$ cat src/logic/pbchg_pkg.sv
// Package for the second port with change interrupt.
// Assumes a 32-bit Avalon-MM register slave with word addressing by byte offset.
package pbchg_pkg;
    localparam int DATA_W = 32;
    localparam int ADDR_W = 6;
    localparam int PORT_W = 8;
    // Register byte offsets
    localparam logic [ADDR_W-1:0] OFF_PINS = 6'h00;
    localparam logic [ADDR_W-1:0] OFF_DIR = 6'h04;
    localparam logic [ADDR_W-1:0] OFF_LATCH = 6'h08;
    localparam logic [ADDR_W-1:0] OFF_INTMAIN = 6'h0c;
    localparam logic [ADDR_W-1:0] OFF_INTSECOND = 6'h10;
    localparam logic [ADDR_W-1:0] OFF_CFG = 6'h14;
    localparam logic [ADDR_W-1:0] OFF_IRQSTAT = 6'h18;
    localparam logic [ADDR_W-1:0] OFF_IRQMASK = 6'h1c;
    localparam logic [ADDR_W-1:0] OFF_PINSNOREF = 6'h20;
    // Field positions
    localparam int INTMAIN_FLAG_BIT = 0;
    localparam int INTMAIN_ENABLE_BIT = 3;
    localparam int INTSECOND_PRIO_BIT = 0;
    localparam int INTSECOND_PULLUPN_BIT = 7;
    localparam int CFG_SLEEP_BIT = 0;
    localparam int CFG_ANALOG_BIT = 1;
    localparam int CHG_LO = 4;
    localparam int ANALOG_HI = 4;
    localparam int STAT_CHANGE_BIT = 0;
    localparam int STAT_WAKE_BIT = 1;
    localparam int STAT_W = 2;
    // Reset values
    localparam logic [PORT_W-1:0] DIR_RST = 8'hff;
    localparam logic [PORT_W-1:0] LATCH_RST = 8'h00;
    localparam logic [7:0] INTSECOND_RST = 8'h81;
    localparam logic [STAT_W-1:0] MASK_RST = 2'h0;
    localparam logic [DATA_W-1:0] UNMAPPED_VAL = 32'h0000_0000;
    localparam int SYNC_STAGES = 2;
endpackage

$ cat src/logic/pbchg_sync.sv
// Two-flop synchroniser for the port pin inputs.
// Assumes pins are asynchronous to sys_clk.
`timescale 1ns/1ps
module pbchg_sync (
    input wire logic sys_clk,
    input wire logic rstn,
    input wire logic [pbchg_pkg::PORT_W-1:0] asyncIn,
    output logic [pbchg_pkg::PORT_W-1:0] syncOut
);
    import pbchg_pkg::*;
    logic [PORT_W-1:0] meta_ff;
    always_ff @(posedge sys_clk or negedge rstn) begin
        if (!rstn) begin
            meta_ff <= '0;
            syncOut <= '0;
        end else begin
            meta_ff <= asyncIn;
            syncOut <= meta_ff;
        end
    end
endmodule

$ cat src/logic/pbchg_irq.sv
// Sticky interrupt status with mask; read of status clears it.
// Assumes events and read strobe come from sys_clk logic.
`timescale 1ns/1ps
module pbchg_irq (
    input wire logic sys_clk,
    input wire logic rstn,
    input wire logic [pbchg_pkg::STAT_W-1:0] events,
    input wire logic statRead,
    input wire logic maskWrite,
    input wire logic [pbchg_pkg::STAT_W-1:0] maskData,
    output logic [pbchg_pkg::STAT_W-1:0] status_ff,
    output logic [pbchg_pkg::STAT_W-1:0] mask_ff,
    output logic irq_ff
);
    import pbchg_pkg::*;
    // Set wins over the read clear
    always_ff @(posedge sys_clk or negedge rstn) begin
        if (!rstn) begin
            status_ff <= '0;
        end else begin
            status_ff <= (statRead ? '0 : status_ff) | events;
        end
    end
    always_ff @(posedge sys_clk or negedge rstn) begin
        if (!rstn) begin
            mask_ff <= MASK_RST;
        end else if (maskWrite) begin
            mask_ff <= maskData;
        end
    end
    always_ff @(posedge sys_clk or negedge rstn) begin
        if (!rstn) begin
            irq_ff <= 1'b0;
        end else begin
            irq_ff <= |(((statRead ? '0 : status_ff) | events) & mask_ff);
        end
    end
endmodule

$ cat src/logic/pbchg_port.sv
// Second port: 8-bit bidirectional pins, latch, pull-ups, change interrupt.
// Assumes Avalon-MM master on sys_clk; pins are asynchronous.
`timescale 1ns/1ps
// Behaviour
// - Eight pins, each with its own direction bit.
// - Direction bit 1 tristates the pin driver.
// - Direction bit 0 drives the latch bit onto the pin.
// - Latch register reads back latched value, not pin levels.
// - Clearing pull-up control bit 7 enables all weak pull-ups.
// - Pull-up is off on any pin set as output.
// - Any reset leaves pull-ups disabled.
// - Analog-default config bit makes pins 4..0 digital at reset.
// - Only input pins 7..4 join change detection.
// - Pins compare against value captured at the last port read or write.
// - Mismatches of pins 7..4 ORed set flag bit 0.
// - Port change can wake the device from sleep.
// - Port read or write ends mismatch, except file-to-file move writes.
// - Persistent mismatch keeps setting the flag despite clears.
// - Enable bit 3 gates the port change interrupt; irq status bit 0 still sets on a change while it is clear.
// - Priority bit 0 of second control steers the interrupt.
module pbchg_port (
    input wire logic sys_clk,
    input wire logic rstn,
    input wire logic [pbchg_pkg::ADDR_W-1:0] avs_address,
    input wire logic avs_read,
    input wire logic avs_write,
    input wire logic [pbchg_pkg::DATA_W-1:0] avs_writedata,
    input wire logic [3:0] avs_byteenable,
    output logic [pbchg_pkg::DATA_W-1:0] avs_readdata,
    output logic avs_waitrequest,
    input wire logic [pbchg_pkg::PORT_W-1:0] second_port_pins_in,
    output logic [pbchg_pkg::PORT_W-1:0] second_port_pins_out,
    output logic [pbchg_pkg::PORT_W-1:0] second_port_pins_oe,
    output logic [pbchg_pkg::PORT_W-1:0] pullup_on,
    input wire logic analog_default_select,
    output logic change_int_high,
    output logic change_int_low,
    output logic wake_request,
    output logic irq
);
    import pbchg_pkg::*;

    logic [PORT_W-1:0] pinSync;
    logic [PORT_W-1:0] pin_direction_reg_ff;
    logic [PORT_W-1:0] output_latch_reg_ff;
    logic [PORT_W-1:0] analog_ff;
    logic [PORT_W-1:0] changeRef_ff;
    logic [7:0] int_control_second_ff;
    logic change_int_flag_ff;
    logic change_int_enable_ff;
    logic sleep_ff;
    logic strapDone_ff;
    logic ack_ff;
    logic [DATA_W-1:0] avs_readdata_ff;
    logic [PORT_W-1:0] second_port_pins_out_ff;
    logic [PORT_W-1:0] second_port_pins_oe_ff;
    logic [PORT_W-1:0] pullup_on_ff;
    logic change_int_high_ff;
    logic change_int_low_ff;
    logic wake_request_ff;
    logic [STAT_W-1:0] status;
    logic [STAT_W-1:0] mask;
    logic irqFf;

    function automatic logic hit(input logic [ADDR_W-1:0] a, input logic [ADDR_W-1:0] off);
        return a == off;
    endfunction

    pbchg_sync u_sync (
        .sys_clk(sys_clk),
        .rstn(rstn),
        .asyncIn(second_port_pins_in),
        .syncOut(pinSync)
    );

    // One-cycle wait then acknowledge
    logic req;
    logic rdStb;
    logic wrStb;
    assign req = avs_read | avs_write;
    logic waitReq_ff;
    // Read data and status clear share one edge, so no event slips between
    assign rdStb = avs_read & ~ack_ff;
    assign wrStb = avs_write & ack_ff & avs_byteenable[0];
    always_ff @(posedge sys_clk or negedge rstn) begin
        if (!rstn) begin
            ack_ff <= 1'b0;
            waitReq_ff <= 1'b1;
        end else begin
            ack_ff <= req & ~ack_ff;
            waitReq_ff <= ~(req & ~ack_ff);
        end
    end
    assign avs_waitrequest = waitReq_ff;

    // Digital pin levels; analog pins read zero
    logic [PORT_W-1:0] pinLevel;
    assign pinLevel = pinSync & ~analog_ff;

    logic [DATA_W-1:0] nxt_readdata;
    always_comb begin
        nxt_readdata = UNMAPPED_VAL;
        case (avs_address)
            OFF_PINS: nxt_readdata = {24'h000000, pinLevel};
            OFF_PINSNOREF: nxt_readdata = {24'h000000, pinLevel};
            OFF_DIR: nxt_readdata = {24'h000000, pin_direction_reg_ff};
            OFF_LATCH: nxt_readdata = {24'h000000, output_latch_reg_ff};
            OFF_INTMAIN: begin
                nxt_readdata[INTMAIN_FLAG_BIT] = change_int_flag_ff;
                nxt_readdata[INTMAIN_ENABLE_BIT] = change_int_enable_ff;
            end
            OFF_INTSECOND: nxt_readdata = {24'h000000, int_control_second_ff};
            OFF_CFG: begin
                nxt_readdata[CFG_SLEEP_BIT] = sleep_ff;
                nxt_readdata[CFG_ANALOG_BIT] = analog_default_select;
            end
            OFF_IRQSTAT: nxt_readdata = {{(DATA_W-STAT_W){1'b0}}, status};
            OFF_IRQMASK: nxt_readdata = {{(DATA_W-STAT_W){1'b0}}, mask};
            default: nxt_readdata = UNMAPPED_VAL;
        endcase
    end
    always_ff @(posedge sys_clk or negedge rstn) begin
        if (!rstn) begin
            avs_readdata_ff <= UNMAPPED_VAL;
        end else if (rdStb) begin
            avs_readdata_ff <= nxt_readdata;
        end
    end
    assign avs_readdata = avs_readdata_ff;

    always_ff @(posedge sys_clk or negedge rstn) begin
        if (!rstn) begin
            pin_direction_reg_ff <= DIR_RST;
        end else if (wrStb && hit(avs_address, OFF_DIR)) begin
            pin_direction_reg_ff <= avs_writedata[PORT_W-1:0];
        end
    end

    // Port writes land in the latch too
    always_ff @(posedge sys_clk or negedge rstn) begin
        if (!rstn) begin
            output_latch_reg_ff <= LATCH_RST;
        end else if (wrStb && (hit(avs_address, OFF_LATCH) || hit(avs_address, OFF_PINS)
                || hit(avs_address, OFF_PINSNOREF))) begin
            output_latch_reg_ff <= avs_writedata[PORT_W-1:0];
        end
    end

    always_ff @(posedge sys_clk or negedge rstn) begin
        if (!rstn) begin
            int_control_second_ff <= INTSECOND_RST;
        end else if (wrStb && hit(avs_address, OFF_INTSECOND)) begin
            int_control_second_ff <= avs_writedata[7:0];
        end
    end

    // Sleep is software owned; wake request holds until software clears it
    always_ff @(posedge sys_clk or negedge rstn) begin
        if (!rstn) begin
            sleep_ff <= 1'b0;
        end else if (wrStb && hit(avs_address, OFF_CFG)) begin
            sleep_ff <= avs_writedata[CFG_SLEEP_BIT];
        end
    end

    // Analog state caught one cycle after reset release
    always_ff @(posedge sys_clk or negedge rstn) begin
        if (!rstn) begin
            strapDone_ff <= 1'b0;
            analog_ff <= {{(PORT_W-ANALOG_HI-1){1'b0}}, {(ANALOG_HI+1){1'b1}}};
        end else if (!strapDone_ff) begin
            strapDone_ff <= 1'b1;
            analog_ff <= analog_default_select ? '0 : analog_ff;
        end
    end

    // Change reference, captured by any port access except the move-write alias
    logic portAccess;
    assign portAccess = ack_ff && (avs_read || avs_write)
        && (hit(avs_address, OFF_PINS) || (avs_read && hit(avs_address, OFF_PINSNOREF)));
    always_ff @(posedge sys_clk or negedge rstn) begin
        if (!rstn) begin
            changeRef_ff <= '0;
        end else if (portAccess) begin
            changeRef_ff <= pinLevel;
        end
    end

    logic [PORT_W-1:0] mismatch;
    logic changeEvent;
    assign mismatch = (pinLevel ^ changeRef_ff) & pin_direction_reg_ff;
    assign changeEvent = |mismatch[PORT_W-1:CHG_LO] && !portAccess;

    // Set wins over a software clear while mismatch holds
    always_ff @(posedge sys_clk or negedge rstn) begin
        if (!rstn) begin
            change_int_flag_ff <= 1'b0;
            change_int_enable_ff <= 1'b0;
        end else begin
            if (wrStb && hit(avs_address, OFF_INTMAIN)) begin
                change_int_enable_ff <= avs_writedata[INTMAIN_ENABLE_BIT];
                change_int_flag_ff <= avs_writedata[INTMAIN_FLAG_BIT] | changeEvent;
            end else if (changeEvent) begin
                change_int_flag_ff <= 1'b1;
            end
        end
    end

    // Pin drive and pull-ups
    always_ff @(posedge sys_clk or negedge rstn) begin
        if (!rstn) begin
            second_port_pins_out_ff <= '0;
            second_port_pins_oe_ff <= '0;
            pullup_on_ff <= '0;
        end else begin
            second_port_pins_out_ff <= output_latch_reg_ff;
            second_port_pins_oe_ff <= ~pin_direction_reg_ff;
            pullup_on_ff <= {PORT_W{~int_control_second_ff[INTSECOND_PULLUPN_BIT]}}
                & pin_direction_reg_ff;
        end
    end

    // Interrupt request by priority
    always_ff @(posedge sys_clk or negedge rstn) begin
        if (!rstn) begin
            change_int_high_ff <= 1'b0;
            change_int_low_ff <= 1'b0;
            wake_request_ff <= 1'b0;
        end else begin
            change_int_high_ff <= change_int_flag_ff & change_int_enable_ff
                & int_control_second_ff[INTSECOND_PRIO_BIT];
            change_int_low_ff <= change_int_flag_ff & change_int_enable_ff
                & ~int_control_second_ff[INTSECOND_PRIO_BIT];
            wake_request_ff <= sleep_ff & change_int_flag_ff & change_int_enable_ff;
        end
    end

    logic [STAT_W-1:0] irqEvents;
    assign irqEvents = {wake_request_ff, changeEvent & ~change_int_flag_ff};

    pbchg_irq u_irq (
        .sys_clk(sys_clk),
        .rstn(rstn),
        .events(irqEvents),
        .statRead(rdStb && hit(avs_address, OFF_IRQSTAT)),
        .maskWrite(wrStb && hit(avs_address, OFF_IRQMASK)),
        .maskData(avs_writedata[STAT_W-1:0]),
        .status_ff(status),
        .mask_ff(mask),
        .irq_ff(irqFf)
    );

    assign second_port_pins_out = second_port_pins_out_ff;
    assign second_port_pins_oe = second_port_pins_oe_ff;
    assign pullup_on = pullup_on_ff;
    assign change_int_high = change_int_high_ff;
    assign change_int_low = change_int_low_ff;
    assign wake_request = wake_request_ff;
    assign irq = irqFf;

    property p_oe_follows_dir;
        @(posedge sys_clk) disable iff (!rstn)
        1'b1 |=> second_port_pins_oe == ~$past(pin_direction_reg_ff);
    endproperty
    a_oe_follows_dir: assert property (p_oe_follows_dir)
        else $error("Output enable does not follow direction");

    property p_out_follows_latch;
        @(posedge sys_clk) disable iff (!rstn)
        1'b1 |=> second_port_pins_out == $past(output_latch_reg_ff);
    endproperty
    a_out_follows_latch: assert property (p_out_follows_latch)
        else $error("Pin output does not follow latch");

    property p_pullup_off_output;
        @(posedge sys_clk) disable iff (!rstn)
        1'b1 |=> (pullup_on & ~$past(pin_direction_reg_ff)) == '0;
    endproperty
    a_pullup_off_output: assert property (p_pullup_off_output)
        else $error("Pull-up on an output pin");

    property p_pullup_ctrl;
        @(posedge sys_clk) disable iff (!rstn)
        $past(int_control_second_ff[INTSECOND_PULLUPN_BIT]) |-> pullup_on == '0;
    endproperty
    a_pullup_ctrl: assert property (p_pullup_ctrl)
        else $error("Pull-up on while control set");

    property p_flag_sets;
        @(posedge sys_clk) disable iff (!rstn)
        changeEvent |=> change_int_flag_ff;
    endproperty
    a_flag_sets: assert property (p_flag_sets)
        else $error("Mismatch did not set flag");

    property p_low_excluded;
        @(posedge sys_clk) disable iff (!rstn)
        (mismatch[PORT_W-1:CHG_LO] == '0) |-> !changeEvent;
    endproperty
    a_low_excluded: assert property (p_low_excluded)
        else $error("Change event without upper mismatch");

    property p_ref_capture;
        @(posedge sys_clk) disable iff (!rstn)
        portAccess |=> changeRef_ff == $past(pinLevel);
    endproperty
    a_ref_capture: assert property (p_ref_capture)
        else $error("Reference not captured on port access");

    property p_high_prio;
        @(posedge sys_clk) disable iff (!rstn)
        change_int_high |-> !change_int_low;
    endproperty
    a_high_prio: assert property (p_high_prio)
        else $error("Both priorities asserted");

    property p_enable_gate;
        @(posedge sys_clk) disable iff (!rstn)
        !$past(change_int_enable_ff) |-> !change_int_high && !change_int_low;
    endproperty
    a_enable_gate: assert property (p_enable_gate)
        else $error("Interrupt while disabled");

    property p_wake_needs_sleep;
        @(posedge sys_clk) disable iff (!rstn)
        wake_request |-> $past(sleep_ff) && $past(change_int_enable_ff);
    endproperty
    a_wake_needs_sleep: assert property (p_wake_needs_sleep)
        else $error("Wake request without sleep and enable");

    property p_analog_reads_zero;
        @(posedge sys_clk) disable iff (!rstn)
        rdStb && hit(avs_address, OFF_PINS) |=> (avs_readdata[PORT_W-1:0] & $past(analog_ff)) == '0;
    endproperty
    a_analog_reads_zero: assert property (p_analog_reads_zero)
        else $error("Analog pin read as nonzero");

    property p_one_wait;
        @(posedge sys_clk) disable iff (!rstn)
        req && avs_waitrequest |=> !avs_waitrequest;
    endproperty
    a_one_wait: assert property (p_one_wait)
        else $error("Request not answered after one wait cycle");

    property p_refused_write;
        @(posedge sys_clk) disable iff (!rstn)
        avs_write && !avs_byteenable[0] |=> $stable(output_latch_reg_ff) && $stable(pin_direction_reg_ff);
    endproperty
    a_refused_write: assert property (p_refused_write)
        else $error("Write without low byte enable took effect");
endmodule

$ cat config.mk
export PLATFORM = sky130hd
export DESIGN_NAME = pbchg_port
export DESIGN_NICKNAME = d
export VERILOG_FILES = /design/src/logic/pbchg_pkg.sv /design/src/logic/pbchg_sync.sv /design/src/logic/pbchg_irq.sv /design/src/logic/pbchg_port.sv
export SDC_FILE = /design/constraint.sdc
export NUM_CORES = 1
export LEC_CHECK = 0
export ABC_CLOCK_PERIOD_IN_PS = 1600
export BUFFER_PORTS_ARGS = -buffer_cell sky130_fd_sc_hd__buf_2
export CORE_MARGIN = 2
export CORE_UTILIZATION = 46
export DETAILED_ROUTE_END_ITERATION = 10
export PLACE_DENSITY_LB_ADDON = 0.15
export SYNTH_ARGS = -nofsm -noshare
export SYNTH_HDL_FRONTEND = slang
export SYNTH_SLANG_ARGS = --single-unit
$ cat constraint.sdc
create_clock -name sys_clk -period 1.6 [get_ports sys_clk]
set_input_delay 0.08 -clock sys_clk [delete_from_list [all_inputs] [get_ports sys_clk]]
set_output_delay 0.08 -clock sys_clk [all_outputs]
set_load 0.02 [all_outputs]
== Word-level counts from Yosys, hierarchy flattened ==
Cells that the tools add are included.
Widths: inputs -> output; s select.
Operators by class
  reductions and logical operators: 22
  muxes and demuxes: 8
  bitwise logic cells: 26
  equality and inequality tests: 8
Operators by type and width (number)
  $and 8x8->8: 3
  $eq 6x5->1 const B: 4
  $pmux 4 s4: 1
  $eq 6x4->1 const B: 2
  $logic_and 1x1->1: 11
  $and 1x1->1: 10
  $not 5->8: 1
  $not 8->8: 1
  $pmux 1 s8: 1
  $xor 8x8->8: 1
  $pmux 1 s7: 1
  $eq 6x3->1 const B: 1
  $eq 6x6->1 const B: 1
  $logic_not 6->1: 1
  $not 1->1: 6
  $pmux 1 s5: 1
  $logic_or 1x1->1: 4
  $pmux 1 s4: 1
  $reduce_or 2->1: 2
  $reduce_or 4->1: 1
  $and 2x2->2: 1
  $mux 1: 2
  $mux 2: 1
  $or 1x1->1: 2
  4 further kinds: 4
Word-level totals
  register bits after elaboration: 123
  output and inout port bits: 61
  logic and storage cells: 87

== Longest topological paths before layout ==
  depth after elaboration: 10
  mapped depth: 6
  depth with buffers taken out: 4

== Modules after synthesis ==
From an unflattened synthesis, not the netlist that was laid out.
Unflattened totals
  cells, all modules: 280
  area, all modules: 3627.2 um2
Modules (own cells, without submodules)
  pbchg_port: instances 1, area each 3050.4 um2, cells an instance 253, seq. area each 1766.7 um2
  pbchg_sync: instances 1, area each 400.4 um2, cells an instance 16, seq. area each 400.4 um2
  pbchg_irq: instances 1, area each 176.4 um2, cells an instance 11, seq. area each 125.1 um2

== Worst setup path before layout ==
OpenSTA, ideal clock, no wires.
  kind: input -> register
  start: input avs_address[4] (netlist bit)
  end: register change_int_enable_ff
  arrival time: 1540 ps
  library setup time: 125 ps
  required time: 1475 ps
  cell stages on the path: 5
  slack: -65 ps
  buffers on the path: 2
  path through: buf_2 -> or4_1 -> buf_2 -> nor3_1 -> mux2_2
On the way
  cells in the longest elaborated chain, start to end: 2
Ends and longest elaborated chain
  start, declared: RTL line pbchg_port.sv:24  | input wire logic [pbchg_pkg::ADDR_W-1:0] avs_address,
  $eq 6x4->1: RTL line pbchg_port.sv:66  | return a == off;
  $logic_and 1x1->1: RTL line pbchg_port.sv:200  | if (wrStb && hit(avs_address, OFF_INTMAIN)) begin
  end signal, assigned: RTL line pbchg_port.sv:201  | change_int_enable_ff <= avs_writedata[INTMAIN_ENABLE_BIT];
  end, declared: RTL line pbchg_port.sv:50  | logic change_int_enable_ff;
No other way between the ends.
A chain may end at the register's enable or synchronous reset.

== Worst setup path in the final report ==
  start: register pin_direction_reg_ff[1]
  end: register avs_readdata_ff[1], in the netlist avs_readdata[1]
On the way
  cells in the longest elaborated chain, start to end: 1
Ends and longest elaborated chain
  start, declared: RTL line pbchg_port.sv:44  | logic [PORT_W-1:0] pin_direction_reg_ff;
  start signal, assigned: RTL line pbchg_port.sv:135  | pin_direction_reg_ff <= avs_writedata[PORT_W-1:0];
  $pmux 1 s7: RTL line pbchg_port.sv:103  | case (avs_address)
  end signal, assigned: RTL line pbchg_port.sv:126  | avs_readdata_ff <= nxt_readdata;
  end, declared: RTL line pbchg_port.sv:54  | logic [DATA_W-1:0] avs_readdata_ff;
No other way between the ends.

==> flow_summary_export.csv <==
group,metric,value,unit
outcome,outcome,"complete, no violations",
placement,portBuffers,64,
cells_and_area,area_growth,24.6,%
route,wirelength,8.16,mm
logic_synthesis,avgSynthCellArea,12.7,um2
cells_and_area,fin_util,59.8,%
pwr,powerDensity,1020,nW/um2
clock_tree,clock-sinks,91,
floorplanning,fp.dieW,94.3,um
placement,dp_hpwl,5.95,mm
cells_and_area,mostFrequentLayoutCell,"dfrtp_1",
critical_path,cpMaxStageDelayCell,"dfstp_2",
clock_tree,clkTransAtPathRegs,0.08,ns
logic_synthesis,synth_top_family_by_area,"multiplexers",
route,dr.pass1.iters,4,
placement,dpl.cell_count,477,
floorplanning,ioPinCount,116,
clock_tree,post_cts_buffers,0,
timing,skew,0.00595,ns
clock_tree,htreeDepth,3,
floorplanning,core.rowCount,32,
logic_synthesis,synth_compound_area_share,10.3,%
route,ant_nets,0,
critical_path,rr_startpoint,"pin_direction_reg_ff[1]",
route,drt_iter0_drc,77,
critical_path,crit_start,"pin_direction_reg_ff[1]",
global_route,grt_pass1_wl,13.2,mm
placement,post-place-ws,-0.112,ns
logic_synthesis,syn-cell-area,3750,um2
clock_tree,insertion_delay,0.35,ns
timing,hold_ws,0.0181,ns
global_route,grt_pass1_vias,2552,
logic_synthesis,ys_seq_area_share,61.2,%
timing,setup_ws,0.0675,ns
timing,rsz0062_at_grt,"false",
run,maxCapViolCount,0,
min_path,hold_path_startpoint,"avs_writedata[3]",
route,vias,2509,
critical_path,setup.worst_path.start_class,"register",
route,drc_errors,0,
logic_synthesis,netlist_instances,294,
timing,min_period,1.53,ns
route,viasPerCell,4.95,
timing,slew_headroom,64.6,%
timing,finalHoldViolCount,0,
floorplanning,initial_core_util,48.0,%
cells_and_area,final_cells,507,
logic_synthesis,synth_xor_xnor_area_share,0.935,%
logic_synthesis,yosysWarningCount,0,
logic_synthesis,synth_edf_count,0,
cells_and_area,diodes,0,
timing,max_freq,653,MHz
logic_synthesis,yosys.area_share.simple,8.75,%
global_route,overflow,0,
timing,tightest_slew,0.531,ns
clock_tree,cts_tree,"built",
critical_path,required,1.87,ns
cells_and_area,fin_nets,456,
global_route,grt_antenna_before_repair,0,
logic_synthesis,synth_async_sr_flop_share,100,%
pwr,p_leak,2.27,nW
placement,routabilityCongestion,0.847,
timing,min_period_over_period,95.8,%
global_route,grt.total_usage,20.0,%
logic_synthesis,synth_fa_ha_area_share,0,%
floorplanning,die_y,94.3,um
logic_synthesis,synthFlopType,"dfrtp_1",
floorplanning,dieArea,8880,um2
cells_and_area,drive_above_1_share,42.0,%
critical_path,crit_chain,"or3b_2, a21boi_0, o2111ai_1, o211ai_1",
pwr,peakVddDrop,0.549,mV
critical_path,cp.arrival,1.80,ns
timing,setup_viol,0,
critical_path,end_kind,"register",
min_path,hp-class,"input port to register",
cells_and_area,mostFrequentLayoutCells,"dfrtp_1 (79), buf_2 (63), mux2_2 (34)",
placement,placed_cell_area,4300,um2
clock_tree,cts_made_buffers,9,
route,routedWlPerCell,16.1,um
critical_path,path_max_fanout,3,
floorplanning,core,7810,um2
cells_and_area,design_area,4670,um2
clock_tree,cts_max_path_buffers,2,
critical_path,criticalPathCategory,"register to register",
global_route,grt_max_degree,47,
critical_path,cp_slowest_stage_delay,0.57,ns
logic_synthesis,synth-seq-cells,91,
logic_synthesis,muxShareOfSynthArea,11.0,%
logic_synthesis,netlist-cell-type-count,56,
timing,slew_violations,0,
clock_tree,cts-root-buf,"clkbuf_8",
## stage by stage
stage / power [W] / setup TNS (ns)
2_1_floorplan: 0.00293 / 0
3_3_place_gp: 0.00313 / -0.806
3_5_place_dp: 0.00314 / -1.55
4_1_cts: 0.00480 / 0
5_1_grt: 0.00499 / 0
6_report: 0.00475 / 0
## power by group
group	total [W]	switching [W]	leakage [nW]	internal, W
clock network	0.00163	0.000758	0.106	0.000869
registers	0.00255	0.0000933	1.12	0.00246
logic	0.000574	0.000333	1.04	0.000240
## flip-flops by register name, indices dropped and copies added, names as in the netlist, 4 cells and up
signal                 cells
u_sync.meta_ff             8
second_port_pins_oe        8
int_control_second_ff      8
avs_readdata               8
u_sync.syncOut             8
output_latch_reg_ff        8
pullup_on                  8
changeRef_ff               4
pin_direction_reg_ff       8
second_port_pins_out       8
## final timing paths
kind	to	slack [ns]	depth (start not counted)
max	avs_readdata[1]	0.07	4
min in group asynchronous	u_irq.status_ff[0]	0.16	2
min	output_latch_reg_ff[3]	0.02	2
max reg2reg	avs_readdata[1]	0.07	4
min reg2reg	u_sync.syncOut[1]	0.35	0
max in group asynchronous	pin_direction_reg_ff[1]	0.79	3
## layout make-up
cell class,instances,area [um2]
Clock inverter,5,78.8
Fill cell,647,3140
Tap cell,102,128
Timing Repair Buffer,109,711
Clock buffer,10,128
Sequential cell,91,2290
Multi-Input combinational cell,176,1280
Inverter,14,52.6
## synth_stat cells (2+ instances only)
master,number,area share [%]
or2_2,3,0.50
a21oi_1,11,1.5
nor2_1,16,1.6
nand2b_1,2,0.33
xor2_1,2,0.47
a2bb2oi_1,4,0.93
a32oi_1,4,0.93
a22oi_1,10,2.0
nand2_1,7,0.70
dfstp_2,12,8.4
o22ai_1,2,0.33
buf_1,2,0.20
a32o_1,2,0.53
o2111ai_1,2,0.47
clkbuf_1,7,0.70
nand3_1,3,0.40
conb_1,2,0.20
inv_1,14,1.4
nor3_1,6,0.80
and2_1,2,0.33
buf_2,2,0.27
mux2_2,34,10
and3_1,3,0.50
nor2b_1,4,0.67
o21ai_0,3,0.40
xnor2_1,2,0.47
mux2i_1,3,0.80
buf_4,24,4.8
dfrtp_1,79,53
## routing by layer
layer  global-route usage [%]  wire length, um  vias up  part of all wire (%)
met5                        0                0        -                     0
met4                     7.37              171        0                   2.1
met3                     4.49              356       13                   4.4
met2                     31.8             3930       70                    48
met1                     27.0             3710     1233                    45
li1                         -                -     1193                     -
## critical path, delay by kind of cell (launching register included)
family	cells	cell delay [ns]
AO/OA/AOI/OAI	3	0.44
flip-flops	1	0.57
AND/OR/NAND/NOR	1	0.44
## cell families (layout without fill, tap and decap cells)
kind of cell / count (synthesis) / in the layout
AND/OR/NAND/NOR: 57 / 57
AO/OA/AOI/OAI: 53 / 53
other: 2 / 25
flip-flops: 91 / 91
multiplexers: 37 / 37
XOR/XNOR: 4 / 4
buffers and inverters: 50 / 138
## repair_timing
action | in CTS | in global routing
endpoints found under the setup margin | 1 | 11
hold buffers | 15 | 0
hold endpoints to repair | 86 | 0
resized for setup | 1 | 3
Power figures use the tool's default switching activity.
